[config.mk]
export PLATFORM = sky130hd
export DESIGN_NAME = timer0_regs
export DESIGN_NICKNAME = d
export VERILOG_FILES = /design/src/rtl/timer0_pkg.sv /design/src/rtl/timer0_prescaler.sv /design/src/rtl/timer0_regs.sv
export SDC_FILE = /design/constraint.sdc
export NUM_CORES = 1
export LEC_CHECK = 0
export ABC_AREA = 0
export BUFFER_PORTS_ARGS = -buffer_cell sky130_fd_sc_hd__buf_2
export CORE_MARGIN = 2
export CORE_UTILIZATION = 50
export DETAILED_ROUTE_END_ITERATION = 10
export PLACE_DENSITY = 0.78
export RECOVER_POWER = 25
export SLEW_MARGIN = 5
export SYNTH_ARGS = -nofsm -noshare
export SYNTH_HDL_FRONTEND = slang
export SYNTH_SLANG_ARGS = --single-unit
[constraint.sdc]
create_clock -name ref_clk_i -period 4.7 [get_ports ref_clk_i]
set_input_delay 0.47 -clock ref_clk_i [delete_from_list [all_inputs] [get_ports ref_clk_i]]
set_output_delay 0.47 -clock ref_clk_i [all_outputs]
set_load 0.03 [all_outputs]
[src/rtl/timer0_pkg.sv]
// Package for the 8-bit timer/counter: register map, field layout, reset values and modes.
// Assumes a plain register port with byte-wide registers at word-index addresses.
package timer0_pkg;

  // Register address indices; the interrupt enable offset is fixed, the others are local choices.
  localparam logic [7:0] ADDR_CONTROL_A = 8'h44;
  localparam logic [7:0] ADDR_CONTROL_B = 8'h45;
  localparam logic [7:0] ADDR_COUNT = 8'h46;
  localparam logic [7:0] ADDR_COMPARE_A = 8'h47;
  localparam logic [7:0] ADDR_COMPARE_B = 8'h48;
  localparam logic [7:0] ADDR_IRQ_ENABLE = 8'h6e;
  localparam logic [7:0] ADDR_IRQ_FLAGS = 8'h35;

  // Control register B field positions.
  localparam int FORCE_B_BIT = 6;
  localparam int WAVE_BIT2_POS = 3;
  localparam int CLOCK_SEL_LSB = 0;
  // Control register A field positions.
  localparam int OUT_MODE_A_LSB = 6;
  localparam int OUT_MODE_B_LSB = 4;
  localparam int WAVE_LOW_LSB = 0;

  // Interrupt bit positions, shared by enable and flag registers.
  localparam int IRQ_COMPARE_B = 2;
  localparam int IRQ_COMPARE_A = 1;
  localparam int IRQ_OVERFLOW = 0;

  // Writable masks; other bits read as zero.
  localparam logic [7:0] CONTROL_A_MASK = 8'hf3;
  localparam logic [7:0] CONTROL_B_MASK = 8'h0f;
  localparam logic [7:0] IRQ_MASK = 8'h07;

  // Reset values.
  localparam logic [7:0] RESET_VALUE = 8'h00;

  // Counter reference points.
  localparam logic [7:0] COUNT_MAX = 8'hff;
  localparam logic [7:0] COUNT_BOTTOM = 8'h00;

  // Prescaler taps.
  localparam int PRESCALE_WIDTH = 10;
  localparam logic [9:0] DIV8_MASK = 10'h007;
  localparam logic [9:0] DIV64_MASK = 10'h03f;
  localparam logic [9:0] DIV256_MASK = 10'h0ff;
  localparam logic [9:0] DIV1024_MASK = 10'h3ff;

  // Clock select codes.
  typedef enum logic [2:0] {
    CLK_STOP = 3'b000,
    CLK_DIV1 = 3'b001,
    CLK_DIV8 = 3'b010,
    CLK_DIV64 = 3'b011,
    CLK_DIV256 = 3'b100,
    CLK_DIV1024 = 3'b101,
    CLK_EXT_FALL = 3'b110,
    CLK_EXT_RISE = 3'b111
  } clock_select_t;

  // Waveform modes, wave_mode_bit2 then the two low bits.
  typedef enum logic [2:0] {
    WAVE_NORMAL = 3'b000,
    WAVE_PHASE_FF = 3'b001,
    WAVE_CTC = 3'b010,
    WAVE_FAST_FF = 3'b011,
    WAVE_RSVD4 = 3'b100,
    WAVE_PHASE_TOPA = 3'b101,
    WAVE_RSVD6 = 3'b110,
    WAVE_FAST_TOPA = 3'b111
  } wave_mode_t;

  // Register bus request carried as one struct.
  typedef struct packed {
    logic [7:0] addr;
    logic [7:0] wdata;
    logic write;
    logic read;
  } reg_req_t;

  // Timer events produced by the counting core.
  typedef struct packed {
    logic compare_b;
    logic compare_a;
    logic overflow;
  } timer_events_t;

endpackage

[src/rtl/timer0_prescaler.sv]
// Shared prescaler: a free-running divider giving one-cycle tick enables.
// Assumes a single io_clock and a synchronised active-low reset.
`timescale 1ns/1ps
module timer0_prescaler #(
  parameter int WIDTH = 10
) (
  input wire logic ref_clk_i,
  input wire logic rst_n_i,
  output logic [WIDTH-1:0] count_o
);

  // Refuse widths that cannot reach the divide-by-1024 tap.
  if (WIDTH < timer0_pkg::PRESCALE_WIDTH)
  begin : g_width_check
    $error("Prescaler width too small for divide by 1024.");
  end

  // Divider state.
  logic [WIDTH-1:0] div_reg;
  logic [WIDTH-1:0] div_next;

  // Next divider value wraps naturally.
  assign div_next = div_reg + {{(WIDTH-1){1'b0}}, 1'b1};
  assign count_o = div_reg;

  // Divider runs from reset onward.
  always_ff @(posedge ref_clk_i or negedge rst_n_i)
  begin
    if (!rst_n_i)
    begin
      div_reg <= '0;
    end
    else
    begin
      div_reg <= div_next;
    end
  end

endmodule

[src/rtl/timer0_regs.sv]
// 8-bit timer/counter with control, count, compare and interrupt registers.
// Assumes synchronous register strobes and a global interrupt enable input from the core.
// Also assumes one acknowledge per vector run.
// Functional notes
// - Force compare B only in non-PWM modes.
// - Force drives output B per mode bits.
// - Forced compare sets no flag, no clear.
// - Force bit is strobe, reads zero.
// - Reserved control and interrupt bits read zero.
// - Clock select zero stops the counter.
// - Codes one to five select prescaler taps.
// - Codes six, seven count external falling, rising.
// - External pin counts even when driven out.
// - Counter readable and writable at any time.
// - Counter write blocks next compare match.
// - Both compares checked continuously with counter.
// - Interrupt needs enable, global bit and flag.
// - Compare B flag set, cleared by vector/one.
// - Compare A flag set, cleared by vector/one.
// - Overflow flag set per mode, cleared likewise.
// - Overflow at MAX, BOTTOM or TOP per mode.
//
// Our own choice: strobed register access.
`timescale 1ns/1ps
module timer0_regs (
  input wire logic ref_clk_i,
  input wire logic rst_n_i,
  input wire logic [7:0] addr_i,
  input wire logic [7:0] wdata_i,
  input wire logic write_i,
  input wire logic read_i,
  output logic [7:0] rdata_o,
  input wire logic global_irq_enable_i,
  input wire logic [2:0] vector_ack_i,
  input wire logic external_count_pin_i,
  output logic compare_a_output_pin_o,
  output logic compare_b_output_pin_o,
  output logic [2:0] irq_request_o,
  output logic irq_o
);

  // Reset synchroniser; only the second stage is used.
  // Assert is immediate, release takes two edges.
  logic rst_meta_reg;
  logic rst_sync_reg;
  logic rst_n;

  // Release the reset through two flip-flops.
  // Both stages clear as soon as the pin drops.
  always_ff @(posedge ref_clk_i or negedge rst_n_i)
  begin
    if (!rst_n_i)
    begin
      rst_meta_reg <= 1'b0;
      rst_sync_reg <= 1'b0;
    end
    else
    begin
      rst_meta_reg <= 1'b1;
      rst_sync_reg <= rst_meta_reg;
    end
  end
  assign rst_n = rst_sync_reg;

  // Bus request bundled as a struct.
  // Strobes last one cycle: one action each.
  timer0_pkg::reg_req_t req;
  assign req = '{addr: addr_i, wdata: wdata_i, write: write_i, read: read_i};

  // Registers.
  // Control A: output modes, low wave bits.
  // Control B: force B, wave bit 2, clock select.
  logic [7:0] control_a_reg;
  logic [7:0] control_b_reg;
  logic [7:0] count_reg;
  logic [7:0] count_next;
  logic [7:0] compare_a_reg;
  logic [7:0] compare_b_reg;
  logic [7:0] irq_enable_reg;
  logic [7:0] irq_flags_reg;
  logic [7:0] irq_flags_next;
  logic [7:0] rdata_reg;
  logic dir_down_reg;
  logic block_match_reg;
  logic ext_prev_reg;
  logic out_a_reg;
  logic out_b_reg;

  // Address decode.
  // Unmapped indices: writes lost, reads zero.
  wire sel_ctrl_a = req.addr == timer0_pkg::ADDR_CONTROL_A;
  wire sel_ctrl_b = req.addr == timer0_pkg::ADDR_CONTROL_B;
  wire sel_count = req.addr == timer0_pkg::ADDR_COUNT;
  wire sel_cmp_a = req.addr == timer0_pkg::ADDR_COMPARE_A;
  wire sel_cmp_b = req.addr == timer0_pkg::ADDR_COMPARE_B;
  wire sel_irq_en = req.addr == timer0_pkg::ADDR_IRQ_ENABLE;
  wire sel_irq_fl = req.addr == timer0_pkg::ADDR_IRQ_FLAGS;
  wire wr_count = req.write && sel_count;

  // Mode fields.
  // Wave mode is control B bit 3 over A bits 1:0.
  timer0_pkg::wave_mode_t wave_mode;
  timer0_pkg::clock_select_t clk_sel;
  assign wave_mode = timer0_pkg::wave_mode_t'({control_b_reg[timer0_pkg::WAVE_BIT2_POS],
                     control_a_reg[timer0_pkg::WAVE_LOW_LSB +: 2]});
  assign clk_sel = timer0_pkg::clock_select_t'(control_b_reg[timer0_pkg::CLOCK_SEL_LSB +: 3]);
  wire [1:0] out_mode_b = control_a_reg[timer0_pkg::OUT_MODE_B_LSB +: 2];
  wire [1:0] out_mode_a = control_a_reg[timer0_pkg::OUT_MODE_A_LSB +: 2];

  // Mode classes.
  // Reserved wave codes count like normal mode.
  // CTC and compare-A modes take TOP from A.
  wire is_phase = (wave_mode == timer0_pkg::WAVE_PHASE_FF) || (wave_mode == timer0_pkg::WAVE_PHASE_TOPA);
  wire is_fast = (wave_mode == timer0_pkg::WAVE_FAST_FF) || (wave_mode == timer0_pkg::WAVE_FAST_TOPA);
  wire is_ctc = wave_mode == timer0_pkg::WAVE_CTC;
  wire is_pwm = is_phase || is_fast;
  wire top_is_a = is_ctc || (wave_mode == timer0_pkg::WAVE_PHASE_TOPA) ||
                  (wave_mode == timer0_pkg::WAVE_FAST_TOPA);
  wire [7:0] top_value = top_is_a ? compare_a_reg : timer0_pkg::COUNT_MAX;

  // Shared prescaler.
  // It free-runs, so a new tap may fire early once.
  logic [timer0_pkg::PRESCALE_WIDTH-1:0] pre_count;
  timer0_prescaler #(
    .WIDTH(timer0_pkg::PRESCALE_WIDTH)
  ) i_timer0_prescaler (
    .ref_clk_i(ref_clk_i),
    .rst_n_i(rst_n),
    .count_o(pre_count)
  );

  // Tap is done when all low bits are ones.
  // A tap is one cycle wide.
  function automatic logic tap(input logic [9:0] cnt, input logic [9:0] mask);
    tap = (cnt & mask) == mask;
  endfunction

  // External pin edges; the pin is sampled whatever its direction.
  // Old value resets to the idle low level.
  // Each level must last a cycle to be seen.
  // Pin always observed
  wire ext_rise = external_count_pin_i && !ext_prev_reg;
  wire ext_fall = !external_count_pin_i && ext_prev_reg;

  // Timer clock enable from the selected source.
  // One cycle wide, except code one holds it high; code zero keeps it low.
  logic tick;
  always_comb
  begin
    case (clk_sel)
      timer0_pkg::CLK_STOP: tick = 1'b0;
      timer0_pkg::CLK_DIV1: tick = 1'b1;
      timer0_pkg::CLK_DIV8: tick = tap(pre_count, timer0_pkg::DIV8_MASK);
      timer0_pkg::CLK_DIV64: tick = tap(pre_count, timer0_pkg::DIV64_MASK);
      timer0_pkg::CLK_DIV256: tick = tap(pre_count, timer0_pkg::DIV256_MASK);
      timer0_pkg::CLK_DIV1024: tick = tap(pre_count, timer0_pkg::DIV1024_MASK);
      timer0_pkg::CLK_EXT_FALL: tick = ext_fall;
      timer0_pkg::CLK_EXT_RISE: tick = ext_rise;
      default: tick = 1'b0;
    endcase
  end

  // Matches act only on a timer clock.
  // Continuous compares
  wire match_a_raw = count_reg == compare_a_reg;
  wire match_b_raw = count_reg == compare_b_reg;
  // A counter write blanks the next matches.
  // Blocked after write
  wire match_a = tick && match_a_raw && !block_match_reg;
  wire match_b = tick && match_b_raw && !block_match_reg;

  // Direction turns in phase-correct modes at TOP and BOTTOM.
  // Other modes only count up.
  wire at_top = count_reg == top_value;
  wire at_bottom = count_reg == timer0_pkg::COUNT_BOTTOM;

  // Phase-correct flags at BOTTOM going down,
  // compare-A fast PWM at TOP, others at MAX.
  // Overflow point by mode
  wire overflow_ev = tick && (is_phase ? (dir_down_reg && at_bottom) :
                     (wave_mode == timer0_pkg::WAVE_FAST_TOPA) ? at_top :
                     (count_reg == timer0_pkg::COUNT_MAX));

  // Counter next value; software write wins over counting.
  // A write takes the place of that tick.
  always_comb
  begin
    count_next = count_reg;
    if (wr_count)
    begin
      count_next = req.wdata;
    end
    else if (tick)
    begin
      if (is_phase)
      begin
        count_next = (dir_down_reg ? (at_bottom ? count_reg + 8'h01 : count_reg - 8'h01)
                                   : (at_top ? count_reg - 8'h01 : count_reg + 8'h01));
      end
      else if (at_top)
      begin
        // Only real matches clear in CTC; forcing never reaches here.
        count_next = timer0_pkg::COUNT_BOTTOM;
      end
      else
      begin
        count_next = count_reg + 8'h01;
      end
    end
  end

  // Force strobe, honoured only outside PWM.
  // It touches neither counter nor flags.
  // Non-PWM only
  wire force_b = req.write && sel_ctrl_b && req.wdata[timer0_pkg::FORCE_B_BIT] && !is_pwm;

  // Apply a compare output mode to a pin; non-PWM action.
  // Mode zero keeps the pin as it is.
  function automatic logic apply_mode(input logic [1:0] mode, input logic cur);
    case (mode)
      2'b01: apply_mode = !cur;
      2'b10: apply_mode = 1'b0;
      2'b11: apply_mode = 1'b1;
      default: apply_mode = cur;
    endcase
  endfunction

  // PWM-mode output action at a match; rising count clears when non-inverting.
  // Mode one is reserved and keeps the pin.
  function automatic logic pwm_mode(input logic [1:0] mode, input logic cur, input logic down);
    pwm_mode = mode[1] ? (mode[0] ^ down) : cur;
  endfunction

  // Force beats a match, a match beats TOP.
  // Forced output update
  wire out_b_next = force_b ? apply_mode(out_mode_b, out_b_reg) :
                    match_b ? (is_pwm ? pwm_mode(out_mode_b, out_b_reg, dir_down_reg)
                                      : apply_mode(out_mode_b, out_b_reg)) :
                    (is_fast && tick && at_top && out_mode_b[1]) ? !out_mode_b[0] : out_b_reg;
  wire out_a_next = match_a ? (is_pwm ? pwm_mode(out_mode_a, out_a_reg, dir_down_reg)
                                      : apply_mode(out_mode_a, out_a_reg)) :
                    (is_fast && tick && at_top && out_mode_a[1]) ? !out_mode_a[0] : out_a_reg;

  // Flags: hardware set wins, one clears, zero keeps; forcing never sets.
  // An acknowledge clears only its own flag.
  // No flag on force
  wire [7:0] hw_set = {5'b00000, match_b, match_a, overflow_ev};
  wire [7:0] sw_clear = (req.write && sel_irq_fl) ? req.wdata : 8'h00;
  assign irq_flags_next = ((irq_flags_reg & ~sw_clear & ~{5'b00000, vector_ack_i}) | hw_set)
                          & timer0_pkg::IRQ_MASK;

  // Read multiplexer; reserved and strobe bits read zero.
  // Data stand only in the cycle after the strobe.
  // Zero readback
  wire [7:0] rd_mux = sel_ctrl_a ? (control_a_reg & timer0_pkg::CONTROL_A_MASK) :
                      sel_ctrl_b ? (control_b_reg & timer0_pkg::CONTROL_B_MASK) :
                      sel_count ? count_reg :
                      sel_cmp_a ? compare_a_reg :
                      sel_cmp_b ? compare_b_reg :
                      sel_irq_en ? (irq_enable_reg & timer0_pkg::IRQ_MASK) :
                      sel_irq_fl ? irq_flags_reg : 8'h00;

  // Register file writes: control, compare and interrupt enable.
  // Only software writes these registers.
  always_ff @(posedge ref_clk_i or negedge rst_n)
  begin
    if (!rst_n)
    begin
      control_a_reg <= timer0_pkg::RESET_VALUE;
      control_b_reg <= timer0_pkg::RESET_VALUE;
      compare_a_reg <= timer0_pkg::RESET_VALUE;
      compare_b_reg <= timer0_pkg::RESET_VALUE;
      irq_enable_reg <= timer0_pkg::RESET_VALUE;
    end
    else if (req.write)
    begin
      if (sel_ctrl_a)
        control_a_reg <= req.wdata & timer0_pkg::CONTROL_A_MASK;
      if (sel_ctrl_b)
        control_b_reg <= req.wdata & timer0_pkg::CONTROL_B_MASK;
      if (sel_cmp_a)
        compare_a_reg <= req.wdata;
      if (sel_cmp_b)
        compare_b_reg <= req.wdata;
      if (sel_irq_en)
        irq_enable_reg <= req.wdata & timer0_pkg::IRQ_MASK;
    end
  end

  // Counter, direction, match block, flags and outputs.
  // Read data return to zero between reads.
  always_ff @(posedge ref_clk_i or negedge rst_n)
  begin
    if (!rst_n)
    begin
      count_reg <= timer0_pkg::RESET_VALUE;
      dir_down_reg <= 1'b0;
      block_match_reg <= 1'b0;
      ext_prev_reg <= 1'b0;
      irq_flags_reg <= timer0_pkg::RESET_VALUE;
      out_a_reg <= 1'b0;
      out_b_reg <= 1'b0;
      rdata_reg <= 8'h00;
    end
    else
    begin
      count_reg <= count_next;
      ext_prev_reg <= external_count_pin_i;
      irq_flags_reg <= irq_flags_next;
      out_a_reg <= out_a_next;
      out_b_reg <= out_b_next;
      rdata_reg <= req.read ? rd_mux : 8'h00;
      // Block stays until the next timer clock consumes it.
      // A second write just renews the block.
      if (wr_count)
        block_match_reg <= 1'b1;
      else if (tick)
        block_match_reg <= 1'b0;
      // Direction flips at the ends of a phase-correct sweep.
      // Leaving the mode restarts the sweep upward.
      if (!is_phase)
        dir_down_reg <= 1'b0;
      else if (tick && !wr_count && at_top)
        dir_down_reg <= 1'b1;
      else if (tick && !wr_count && at_bottom)
        dir_down_reg <= 1'b0;
    end
  end

  // Requests follow flags, enables, global bit.
  // Gated requests
  assign irq_request_o = irq_flags_reg[2:0] & irq_enable_reg[2:0] & {3{global_irq_enable_i}};
  assign irq_o = |irq_request_o;
  assign rdata_o = rdata_reg;
  assign compare_a_output_pin_o = out_a_reg;
  assign compare_b_output_pin_o = out_b_reg;

endmodule

; After elaboration in Yosys (flattened, before gate mapping)
; Cells that the tools add are included.
; Widths: inputs -> output; s select.
[word_totals]
rom_bits = 0
latch_bits = 0
n_memories = 0
ramBits = 0
register_bits = 65
[op_classes]
div_mod_pow = 0
shifts = 0
n_reduce_logical = 47
order_cmp = 0
mux = 36
n_bitwise = 9
addsub = 3
multipliers = 0
n_eq_ne = 37
[ops]
columns = cell, n
row1 = $mux 8, 14
row2 = $eq 8x7->1 const B, 6
row3 = $eq 8x8->1, 3
row4 = $eq 3x3->1 const B, 7
row5 = $logic_and 1x1->1, 20
row6 = $eq 8x8->1 const B, 2
row7 = $mux 1, 16
row8 = $and 3x3->3, 4
row9 = $eq 3x2->1 const B, 4
row10 = $reduce_and 2->1, 6
row11 = $add 10x1->10 const B, 1
row12 = $eq 10x10->1 const B, 1
row13 = $logic_not 1->1, 9
row14 = $mux 3, 3
row15 = $add 8x1->8 const B, 1
row16 = $eq 2x2->1 const B, 4
row17 = $eq 8x6->1 const B, 1
row18 = $logic_not 8->1, 1
row19 = $pmux 1 s8, 1
row20 = $sub 8x1->8 const B, 1
row21 = $eq 3x1->1 const B, 2
row22 = $eq 6x6->1 const B, 1
row23 = $not 3->3, 2
row24 = $pmux 1 s3, 2
row25 = other kinds (13), 20

; Logic depth before layout (Yosys ltp)
; Gate-level depths: netlist of the first run.
[logic_depth]
word_depth = 10
mapped_depth = 11

; By module
; From an unflattened synthesis of the first run, not the netlist that was laid out.
[hier_totals]
hier_cells = 432
area_unflattened_um2 = 3966.3
[by_module_without_submodules]
columns = module, seq_area_each_um2, area_per_inst_um2, instances, cells_each
row1 = timer0_regs, 1376.3, 3552.2, 1, 398
row2 = timer0_prescaler, 250.2, 414.1, 1, 34

; Worst setup path after synthesis of the first run
; Ideal clock, no wire load.
[synth_path]
path_kind = flip-flop to flip-flop
start = reg i_timer0_prescaler.div_reg[0] (netlist: i_timer0_prescaler.count_o[0])
end = reg out_b_reg (netlist: compare_b_output_pin_o)
path_buffers = 0
required_ns = 4.575
slack_ns = 2.387
period_less_slack_ns = 2.313
stages_incl_launch_ff = 10
arrival_time_ns = 2.188
setup_time_ns = 0.125
path_cell_list = dfrtp_1 ha_1 and4_1 and4_1 nor3b_1 or4_1 nor3_1 a31oi_1 xor2_1 mux2_2
[synth_via]
elab_chain_len = 7
elab_cells_between_ends = 15
[synth_lines]
columns = element, line
row1 = from (decl), timer0_prescaler.sv:19  ; logic [WIDTH-1:0] div_reg;
row2 = from (signal assigned), timer0_prescaler.sv:35  ; div_reg <= div_next;
row3 = $eq 10x10->1 (tied with other cells), timer0_regs.sv:135  ; tap = (cnt & mask) == mask;
row4 = $pmux 1 s8 *, timer0_regs.sv:150  ; case (clk_sel)
row5 = $logic_and 1x1->1 (3 in series), timer0_regs.sv:239  ; (is_fast && tick && at_top && out_mode_b[1]) ? !out_mode_b[0] : out_b_reg;
row6 = $reduce_bool 3->1 (no line), -
row7 = $reduce_and 2->1 (no line), -
row8 = to (signal assigned), timer0_regs.sv:311  ; out_b_reg <= out_b_next;
row9 = to (decl), timer0_regs.sv:87  ; logic out_b_reg;
; Mark *: on every way between the ends. The rest lies on a longest branch, timed or not.
; A chain may end at the register's enable or synchronous reset.

; Worst setup path after layout of the first run
[layout_path]
start = reg i_timer0_prescaler.div_reg[0] (netlist: i_timer0_prescaler.count_o[0])
end = reg out_a_reg (netlist: compare_a_output_pin_o)
[layout_via]
elab_chain_len = 7
elab_cells_between_ends = 15
[layout_lines]
columns = element, line
row1 = $eq 10x10->1 (tied with other cells), timer0_regs.sv:135
row2 = $pmux 1 s8 *, timer0_regs.sv:150
row3 = branches (longest 5 deep; another with $ne 5x2->1), -
row4 = to (signal assigned), timer0_regs.sv:310  ; out_a_reg <= out_a_next;
row5 = to (decl), timer0_regs.sv:86  ; logic out_a_reg;
; Every way passes the cells marked *.

==> metrics, run 1 <==
peak fanout along the critical path=18; clock tree root driver cell=clkbuf_8; CP startpoint=i_timer0_prescaler.count_o[0]$_DFF_PN0_; placed cell areas=4000 µm²; vias after detailed routing=between 3k and 4k; commonest cells after routing, fill and taps aside=dfrtp_1, nand2_1, buf_2; delay contributed by the slowest stage of the critical path=0.57 ns; count of endpoints failing hold in the final timing report=0; DIE WIDTH=90.9 µm; instance count along the most critical hold path=1; count of yosys warnings during synthesis=0; routability congestion estimate from global placement=1.01; CP most frequent cell=and4_1; Synth Area in XOR/XNOR=under 10%; area growth from synthesis to final layout=11.6%; clock-pin slew on the worst setup and hold paths=0.07 ns; Non-Filler Cell Area, Final=4220 µm²; Achievable Freq=around 0.34 GHz; internal reg-to-reg setup slack=1.78 ns; kind of end point of the critical path=register; post-synthesis share of cell area spent on full adders, half adders and majority gates=1.66%; clock skew after layout=0.00747 ns; maximum count of clock buffers along a single path=2; average via count per standard cell=between 6 and 7; final cycle utilization of the critical path=62.0%; maximum number of pins on one net before global-route repair=64; Synthesized Nets=430; Synth cell types=64; number of filler instances in the final layout=653; vertical die dimension=90.9 µm; Max transition margin=between 40% and 50%; cell-by-cell trace of the critical path=ha_1, and4_1, and4_1, nor3b_1, or2_1, nor2_1, o31ai_1, a22oi_1, mux2i_1; violation count after the first detailed-route iteration=296; area fraction in compound gates after synthesis=16.0%; final-report max-slew violation count=0; number of antenna violations at the first check in global routing=0; synthesized instance count=400; Reg-to-Reg End=compare_a_output_pin_o$_DFFE_PN0P_; CP startpoint kind=register; arrival time of data at the critical path endpoint=3.14 ns; sum of overflow across all layers after global routing=0; count of standard-cell rows=31; library cell with the largest summed area after synthesis=dfrtp_1; Crit-path slowest cell=or2_1; diode count=0; number of storage elements in the synthesis netlist=65; min cycle time layout=2.92 ns; DPL Wire Length=6900 µm; cells taking the most area after synthesis=dfrtp_1, mux2_2, nand2_1, xor2_1, nor2_1; critical register-to-register path startpoint=i_timer0_prescaler.count_o[0]$_DFF_PN0_; count of flip-flops with a built-in enable after synthesis=0; Post-Route WL=about 9600 µm; detailed-route DRC error count=0; deepest level of the CTS H-tree=3; global-route wire length before repair=16000 µm; portion of the post-synthesis area used by sequential elements=43.0%; area enclosed by the die boundary=8270 µm²; reported leakage power=0.00195 µW; via count of the first global-routing pass=between 3k and 4k; Worst Hold Class=in -> reg; routed length per instance=17.9 µm; Final Net Count=between 400 and 500; fraction of layout instances using a drive strength above 1=20.5%; Initial DRT Pass Iterations=6; multiplexer area fraction after synthesis=roughly a tenth; Post-CTS Resized=0; actual transition at the worst max-transition pin=about 0.77 ns; min-delay src=external_count_pin_i; overall fraction of global-route tracks in use=24.6%; most instantiated flip-flop cell in the synthesis netlist=dfrtp_1; port buffer count=38; commonest non-fill, non-tap cell in the layout=dfrtp_1; initial cell density of the core=51.8%; Async S/R FF share, synth=100%; main combinational cell family by area after synthesis=simple AND/OR/NAND/NOR gates; Clk Latency, worst-skew pair=0.35 ns; total power divided by cell area=348 nW/µm²; type of the worst setup path=reg -> reg; number of buffers added by the clock tree synthesis step=9; worst IR drop on VDD=0.000234 V; outcome=complete, no violations; area of the core=about 7300 µm²; setup repair after global routing missed its margin=false; remaining antenna violation count=0; max FFs per register=10; final setup vio count=0; proportion of netlist area held by the largest area contributor=43.0%; Total Neg Setup Slack=0 ns; data required time of the worst path=4.93 ns; Max-Cap Viols=0; area of the mapped netlist=3780 µm²; Worst R2R Path Depth=9; clk sinks=65; Hold EP=ext_prev_reg$_DFF_PN0_; average cell area after synthesis=between 9 and 10 µm²; I/O pin count=39; TritonCTS clock tree=built; post-synthesis share of cell area spent on and, or, nand and nor gates=20.6%
per-layer routing:
| layer | wire length (µm) | track usage, % | share of wire [%] | vias up |
|---|---|---|---|---|
| li1 | - | - | - | 1517 |
| met1 | 4030 | 33.3 | 42 | 1600 |
| met2 | 4570 | 38.2 | 47 | 174 |
| met3 | 761 | 5.56 | 7.9 | 25 |
| met4 | 261 | 10.2 | 2.7 | 0 |
| met5 | 0 | 0 | 0 | - |
cell type report:
type                            instances  area [µm²]  area share (%)
Timing Repair Buffer                   40         205            4.87
Tap cell                               99         124            2.94
Inverter                               16        60.1            1.42
Multi-Input combinational cell        301        1990            47.2
Clock inverter                          6        82.6            1.96
Clock buffer                           10         128            3.03
Sequential cell                        65        1630            38.6
logic make-up after synthesis:
| group | count (synthesis) |
|---|---|
| XOR/XNOR | 21 |
| multiplexers | 31 |
| AO/OA/AOI/OAI | 90 |
| AND/OR/NAND/NOR | 153 |
| adder cells (fa/ha/maj) | 5 |
| other | 1 |
| buffers and inverters | 34 |
| flip-flops | 65 |
how the worst max path moves through the flow:
stage	to	slack, ns
after floorplan	compare_b_output_pin_o$_DFFE_PN0P_	2.39
after global placement	compare_a_output_pin_o$_DFFE_PN0P_	2.00
after detailed placement	compare_a_output_pin_o$_DFFE_PN0P_	1.85
after CTS	compare_a_output_pin_o$_DFFE_PN0P_	1.85
after global routing	compare_a_output_pin_o$_DFFE_PN0P_	1.58
final	compare_a_output_pin_o$_DFFE_PN0P_	1.78
cells in the mapped netlist, drive strengths merged (4+ instances only):
master  instances
a21boi          6
a21oi          12
a22oi           7
a31oi           7
and2            4
and3            9
buf             7
clkbuf         11
dfrtp          65
ha              5
inv            15
mux2           27
nand2          43
nand2b          7
nand3          14
nand3b          4
nand4           6
nor2           30
nor3           10
nor4            6
o21ai          24
o22ai           6
o31ai           4
or3             6
xnor2           8
xor2           13
critical path: cells and delay by family, from the launching register on:
kind | cells | cell delay (ns)
adder cells (fa/ha/maj) | 1 | 0.24
AND/OR/NAND/NOR | 5 | 1.58
multiplexers | 1 | 0.15
AO/OA/AOI/OAI | 2 | 0.41
flip-flops | 1 | 0.41
power by group:
part | switching [µW] | internal [µW] | total [µW]
Sequential | 91.2 | 596 | 688
Clock | 214 | 296 | 509
Combinational | 154 | 115 | 269
repair_timing:
item,CTS,global route
endpoints found under the setup margin,0,0
buffers inserted,0,0
hold endpoints to repair,2,0
hold buffers,1,0
per-stage QoR:
step	total power, µW	util, %	hold WS, ns	instances	worst slack, ns
CTS	1470	57.9	0.247	537	1.85
floorplan	884	-	0.174	400	2.39
finish	1470	57.8	0.279	537	1.78
global placement	946	54.9	0.259	520	2.00
detailed placement	954	54.9	0.261	520	1.85
global route	1540	57.8	0.262	537	1.58
Power figures use the tool's default switching activity.
==> inputs of run 2 (changes only) <==
==> constraint.sdc (replaced) <==
create_clock -name ref_clk_i -period 2.75 [get_ports ref_clk_i]
set_input_delay 0.275 -clock ref_clk_i [delete_from_list [all_inputs] [get_ports ref_clk_i]]
set_output_delay 0.275 -clock ref_clk_i [all_outputs]
set_load 0.03 [all_outputs]
==> run 2 against run 1 <==
Against the previous run:
- clock skew up 0.0013 ns
- hold slack worse by 0.21 ns
- combinational power up 93%
- sequential cell count unchanged
- critical path depth unchanged
- register-to-register slack worse by 1.6 ns
- die area unchanged
- worst setup slack worse by 1.6 ns
- sequential power up 67%
- clock-buffer cell count up 1
==> metrics, run 2 (synthesis gave the netlist of run 1 again) <==
Total Neg Setup Slack=0 ns (unchanged); met1 routed wirelength after detailed routing=4130 µm (+2.6%); violation count after the first detailed-route iteration=208 (-30%); routed length per instance=17.6 µm (-1.7%); count of endpoints failing hold in the final timing report=0 (unchanged); initial cell density of the core=51.8% (unchanged); buffers inserted during post-CTS setup optimization=0 (unchanged); Max-Cap Viols=0 (unchanged); count of standard-cell rows=31 (unchanged); DPL Wire Length=7160 µm (+3.8%); actual transition at the worst max-transition pin=1.22 ns (+0.449 ns); Internal Pwr Total=1660 µW (+65%); CP most frequent cell=and4_1; reported leakage power=0.00199 µW (+2.5%); Worst Hold Class=in -> reg; type of the worst setup path=reg -> reg; detailed-route DRC error count=0 (unchanged); routability congestion estimate from global placement=0.910 (-10%); vertical die dimension=90.9 µm (unchanged); Finished Core Util=58.8% (+0.91 points); Max transition margin=18.4% (-30 points); max FFs per register=10 (unchanged); global-route wire length before repair=15600 µm (-2.6%); min-delay src=external_count_pin_i; portion of total power attributed to combinational logic=21.2% (+2.8 points); Post-Route WL=9670 µm (+0.51%); hold buffer count at CTS=1 (unchanged); area of the core=7290 µm² (unchanged); remaining antenna violation count=0 (unchanged); clock-pin slew on the worst setup and hold paths=0.07 ns (about the same); clock tree root driver cell=clkbuf_8; clk sinks=65 (unchanged); arrival time of data at the critical path endpoint=2.76 ns (-0.38 ns); worst IR drop on VDD=0.000299 V (+28%); maximum number of pins on one net before global-route repair=29 (-55%); sum of overflow across all layers after global routing=0 (unchanged); DIE WIDTH=90.9 µm (unchanged); DR top layer=met4; Achievable Freq=0.397 GHz (+16%); met3 routed wirelength=611 µm (-20%); area occupied by registers=1630 µm² (about the same); Buffers & Inverters on Critical Path=0 (unchanged); fraction of layout instances using a drive strength above 1=22.2% (+1.7 points); via count of the first global-routing pass=3127 (-2.5%); number of buffers added by the clock tree synthesis step=9 (unchanged); critical register-to-register path startpoint=i_timer0_prescaler.count_o[0]$_DFF_PN0_; Sw Pwr=790 µW (+72%); diode count=0 (unchanged); sequential share of power=46.8% (about the same); CP startpoint=i_timer0_prescaler.count_o[0]$_DFF_PN0_; TritonCTS clock tree=built; area enclosed by the die boundary=8270 µm² (unchanged); sw frac=32.3% (+0.95 points); deepest level of the CTS H-tree=3 (unchanged); kind of end point of the critical path=register; outcome=complete, no violations; setup repair after global routing missed its margin=false; Multi-input gate area=1990 µm² (unchanged); delay contributed by the slowest stage of the critical path=0.59 ns (+0.02 ns); total power divided by cell area=572 nW/µm² (+64%); Final Net Count=475 (+2.6%); met2 WL=4690 µm (+2.5%); area growth from synthesis to final layout=13.4%; CP startpoint kind=register; final cycle utilization of the critical path=91.6% (+30 points); commonest cells after routing, fill and taps aside=dfrtp_1, nand2_1, buf_2; data required time of the worst path=2.99 ns (-1.94 ns); number of filler instances in the final layout=649 (-0.61%); I/O pin count=39 (unchanged); cell-by-cell trace of the critical path=ha_1, and4_1, and4_1, nor3b_1, or4_1, nor3_1, a31oi_1, xor2_1, mux2_2; Clk pwr share=32.1% (-2.6 points); maximum count of clock buffers along a single path=2 (unchanged); critical path's top delay family=simple AND/OR/NAND/NOR gates; final-report max-slew violation count=0 (unchanged); overall fraction of global-route tracks in use=24.2% (-0.42 points); Post-CTS Resized=0 (unchanged); Crit-path slowest cell=or4_1; Initial DRT Pass Iterations=5 (-1); average via count per standard cell=6.06 (-1.8%); final setup vio count=0 (unchanged); peak fanout along the critical path=4 (-14); number of antenna violations at the first check in global routing=0 (unchanged); Clk Latency, worst-skew pair=0.35 ns (about the same); port buffer count=38 (unchanged); vias after detailed routing=3329 (+0.39%); commonest non-fill, non-tap cell in the layout=dfrtp_1; min cycle time layout=2.52 ns (-0.397 ns); clock skew after layout=0.00878 ns (+0.00130 ns)
[run 2: cell types whose count changed in the layout (fill, tap and decap cells not counted), sizes merged]
cell,delta
buf,+12
bufinv,-1
clkbuf,+1
[run 2: metrics by stage]
stage          hold WS [ns]  power, µW  worst slack, ns  instances  instance area [µm²]
2_1_floorplan       -0.0206       1510            0.437        400                 3780
3_3_place_gp         0.0622       1650            0.315        532                 4090
3_5_place_dp         0.0646       1670            0.250        532                 4090
4_1_cts              0.0526       2460            0.234        549                 4290
5_1_grt              0.0741       2580          0.00825        549                 4280
6_report             0.0720       2450            0.232        549                 4280
[run 2: final timing paths]
path                                                           end  slack, ns  cells after the start
worst min register to register                     rst_n$_DFF_PN0_       0.35                      0
worst max register to register  compare_b_output_pin_o$_DFFE_PN0P_       0.23                      9
worst max-delay path            compare_b_output_pin_o$_DFFE_PN0P_       0.23                      9
min in group asynchronous                   rst_meta_reg$_DFF_PN0_       0.24                      2
worst min-delay path                        ext_prev_reg$_DFF_PN0_       0.07                      1
max in group asynchronous             compare_a_reg[2]$_DFFE_PN0P_       1.34                      1
[run 2: layer usage]
layer,track usage (%),up-vias
met2,39.2,147
li1,-,1545
met3,4.98,23
met1,31.2,1614
met5,0,-
met4,10.9,0
[run 2: layout make-up]
class / count / share of cell area, %
Sequential cell: 65 / 38.0
Multi-Input combinational cell: 301 / 46.5
Tap cell: 99 / 2.89
Clock inverter: 5 / 1.31
Clock buffer: 11 / 3.07
Inverter: 16 / 1.40
Timing Repair Buffer: 52 / 6.89
[run 2: power groups by stage]
stage                     Combinational, µW  Sequential, µW  Clock (µW)
after global placement                  489            1160           0
after global routing                    568            1160         849
after floorplan                         397            1110           0
after detailed placement                505            1160           0
after CTS                               511            1140         805
final                                   518            1150         785
==> inputs of run 3 (changes only) <==
--- a/config.mk
+++ b/config.mk
@@ -15,4 +15,5 @@
 export SLEW_MARGIN = 5
 export SYNTH_ARGS = -nofsm -noshare
 export SYNTH_HDL_FRONTEND = slang
+export SYNTH_HIERARCHICAL = 1
 export SYNTH_SLANG_ARGS = --single-unit
==> run 3 against run 2 <==
Against the previous run:
- the run now ends with capacitance limit, slew limit left
- clock skew shrank 0.0014 ns
- global-route usage grew 4.2 points
- critical path depth shrank 2
- largest power group unchanged
- final cell count grew 8.6%
- power shrank 6.1%
- maximum frequency shrank 3.1%
- sequential power shrank 6%
- design area grew 7.1%
- first-iteration DRC count grew 42%
- utilization grew 0.93 points
- clock power grew 6.5%
- combinational power shrank 27%
==> metrics, run 3 <==
final cycle utilization of the critical path=94.5% (+3.0 points); Sw Pwr=670 µW (-15%); area fraction in compound gates after synthesis=17.3% (+1.2 points); peak fanout along the critical path=8 (+4); clk sinks=65 (unchanged); port buffer count=38 (unchanged); portion of the post-synthesis area used by sequential elements=41.0% (-2.0 points); clock-pin slew on the worst setup and hold paths=0.07 ns (about the same); outcome=finished with violations; kind of end point of the critical path=register; arrival time of data at the critical path endpoint=2.83 ns (+0.07 ns); final setup vio count=0 (unchanged); Finished Core Util=59.7% (+0.93 points); maximum number of pins on one net before global-route repair=44 (+52%); Achievable Freq=0.385 GHz (-3.1%); deepest level of the CTS H-tree=3 (unchanged); final-report max-slew violation count=44 (+44); number of buffers added by the clock tree synthesis step=9 (unchanged); diode count=0 (unchanged); Worst Hold Margin=0.0930 ns (+0.0209 ns); Synthesized Nets=461 (+7.2%); reported leakage power=0.00211 µW (+5.8%); Max transition margin=-19.8% (-38 points); vias after detailed routing=3675 (+10%); area enclosed by the die boundary=8660 µm² (+4.8%); instance count along the most critical hold path=1 (unchanged); sw frac=29.2% (-3.1 points); min-delay src=external_count_pin_i; portion of total power attributed to combinational logic=16.5% (-4.7 points); CP startpoint=count_reg[4]$_DFFE_PN0P_; CP startpoint kind=register; global-route wire length before repair=18700 µm (+20%); cells taking the most area after synthesis=dfrtp_1, mux2_2, nand2_1, a21oi_1, xor2_1; synthesized instance count=432 (+8.0%); I/O pin count=39 (unchanged); commonest non-fill, non-tap cell in the layout=dfrtp_1; actual transition at the worst max-transition pin=1.80 ns (+0.573 ns); Synth cell types=71 (+11%); Worst Setup Slack, final=0.150 ns (-0.0817 ns); routability congestion estimate from global placement=0.953 (+4.8%); vertical die dimension=93.1 µm (+2.3%); maximum count of clock buffers along a single path=2 (unchanged); Clk Latency, worst-skew pair=0.34 ns (about the same); worst IR drop on VDD=0.000247 V (-17%); commonest cells after routing, fill and taps aside=dfrtp_1, nand2_1, mux2_2; count of flip-flops with a built-in enable after synthesis=0 (unchanged); Post-Route WL=11900 µm (+23%); remaining antenna violation count=0 (unchanged); Initial DRT Pass Iterations=6 (+1); Worst R2R Path Depth=7 (-2); buffers inserted during post-CTS setup optimization=0 (unchanged); post-synthesis share of cell area spent on full adders, half adders and majority gates=1.26% (-0.39 points); total power divided by cell area=501 nW/µm² (-12%); count of endpoints failing hold in the final timing report=0 (unchanged); most utilized layer in the global route result=met2; overall fraction of global-route tracks in use=28.4% (+4.2 points); count of standard-cell rows=32 (+3.2%); Reg-to-Reg End=compare_a_output_pin_o$_DFFE_PN0P_; proportion of netlist area held by the largest area contributor=41.0% (-2.0 points); via count of the first global-routing pass=3531 (+13%); average via count per standard cell=6.17 (+1.7%); Synth Area in XOR/XNOR=3.53% (-1.3 points); commonest cells in the synthesized netlist=dfrtp_1, nand2_1, mux2_2; DIE WIDTH=93.1 µm (+2.3%); fraction of layout instances using a drive strength above 1=22.5% (+0.25 points); violated checks=capacitance limit, slew limit; capturing instance or port of the critical path=compare_a_output_pin_o$_DFFE_PN0P_; multiplexer area fraction after synthesis=9.59% (+0.15 points); Worst Hold Class=in -> reg; clock skew after layout=0.00734 ns (-0.00143 ns); Internal Pwr Total=1630 µW (-1.8%); type of the worst setup path=reg -> reg; clock tree root driver cell=clkbuf_8; number of storage elements in the synthesis netlist=65 (unchanged); most instantiated flip-flop cell in the synthesis netlist=dfrtp_1; library cell with the highest instance count after synthesis=dfrtp_1; sequential share of power=47.1% (+0.3 points); grt met2 use=44.2% (+5.0 points); Clk pwr share=36.4% (+4.3 points); internal reg-to-reg setup slack=0.15 ns (-0.08 ns); Async S/R FF share, synth=100% (unchanged); main combinational cell family by area after synthesis=simple AND/OR/NAND/NOR gates; met3 usage in global routing=7.09% (+2.1 points); Final Net Count=518 (+9.1%); violation count after the first detailed-route iteration=295 (+42%); library cell with the largest summed area after synthesis=dfrtp_1; Total Neg Setup Slack=0 ns (unchanged); TritonCTS clock tree=built; area of the mapped netlist=3970 µm² (+5.0%); count of yosys warnings during synthesis=6 (+6); critical register-to-register path startpoint=count_reg[4]$_DFFE_PN0P_; min cycle time layout=2.60 ns (+0.0817 ns); detailed-route DRC error count=0 (unchanged); number of antenna violations at the first check in global routing=0 (unchanged); met1 track demand over resource in global routing=38.1% (+6.9 points); post-synthesis share of cell area spent on and, or, nand and nor gates=23.1% (+2.5 points); routed length per instance=20.0 µm (+13%); area of the core=7690 µm² (+5.4%); area growth from synthesis to final layout=15.7%; data required time of the worst path=2.98 ns (about the same); initial cell density of the core=51.6% (-0.22 points); average cell area after synthesis=9.18 µm² (-2.8%); total power draw=2300 µW (-6.1%); Max-Cap Viols=1 (+1); setup repair after global routing missed its margin=false; DPL Wire Length=8980 µm (+25%); dpl ws=0.175 ns (-0.0748 ns); max FFs per register=10 (unchanged); sum of overflow across all layers after global routing=0 (unchanged)
## run 3: cell types whose count changed in the layout (fill, tap and decap cells not counted), moves of 5 or more
cell	before	now
nand2_1	43	55
clkbuf_1	4	14
mux2_2	27	32
nor2_1	30	25
o211ai_1	1	6
inv_1	12	20
buf_2	36	27
nor2b_1	2	7
buf_4	13	26
a21oi_1	12	24
## run 3: how the worst min path moves through the flow
stage | to
after CTS | ext_prev_reg$_DFF_PN0_
final | ext_prev_reg$_DFF_PN0_
after global routing | ext_prev_reg$_DFF_PN0_
after floorplan | rst_meta_reg$_DFF_PN0_
after detailed placement | rst_meta_reg$_DFF_PN0_
after global placement | rst_meta_reg$_DFF_PN0_
## run 3: cell families (layout without fill, tap and decap cells)
family / count (synthesis) / count (layout)
other cells: 1 / 1
simple gates: 172 / 172
compound gates: 99 / 99
xor+xnor: 16 / 16
fa+ha+maj: 4 / 4
mux: 34 / 34
buf+inv: 41 / 103
flops: 65 / 65
## run 3: power groups by stage
stage / Clock [µW] / Combinational [µW] / Sequential (µW)
final: 836 / 379 / 1080
after global routing: 884 / 414 / 1090
after CTS: 843 / 373 / 1080
after detailed placement: 0 / 370 / 1100
after global placement: 0 / 365 / 1090
after floorplan: 0 / 255 / 1070
## run 3: layer usage
layer / part of all wire (%) / routed length [µm]
met1: 44 / 5230
met5: 0 / 0
met2: 45 / 5400
met4: 2.7 / 317
met3: 8.0 / 956
## run 3: layout make-up
cell class	instances	area, µm²
Clock buffer	13	159
Multi-Input combinational cell	326	2170
Tap cell	102	128
Inverter	21	78.8
Timing Repair Buffer	66	385
Fill cell	686	3100
Clock inverter	3	40.0
Sequential cell	65	1630
## run 3: metrics by stage
step                      cell area [µm²]  instances
final                                4590        596
after global routing                 4590        596
after CTS                            4610        596
after detailed placement             4400        579
after global placement               4400        579
after floorplan                      3970        432
## run 3: repair_timing
action | 4_1_cts | 5_1_grt
hold buffers | 1 | 0
setup endpoints to repair | 0 | 2
hold endpoints to repair | 2 | 0
gates resized for setup | 0 | 1
## run 3: worst max-delay path: stages (launching register included)
cell and delay (ns):
dfrtp_1 0.52, inv_1 0.16, a22o_1 0.24, or3_1 0.33, or4_1 0.54, mux2i_1 0.17
a21oi_1 0.16, mux2_2 0.35
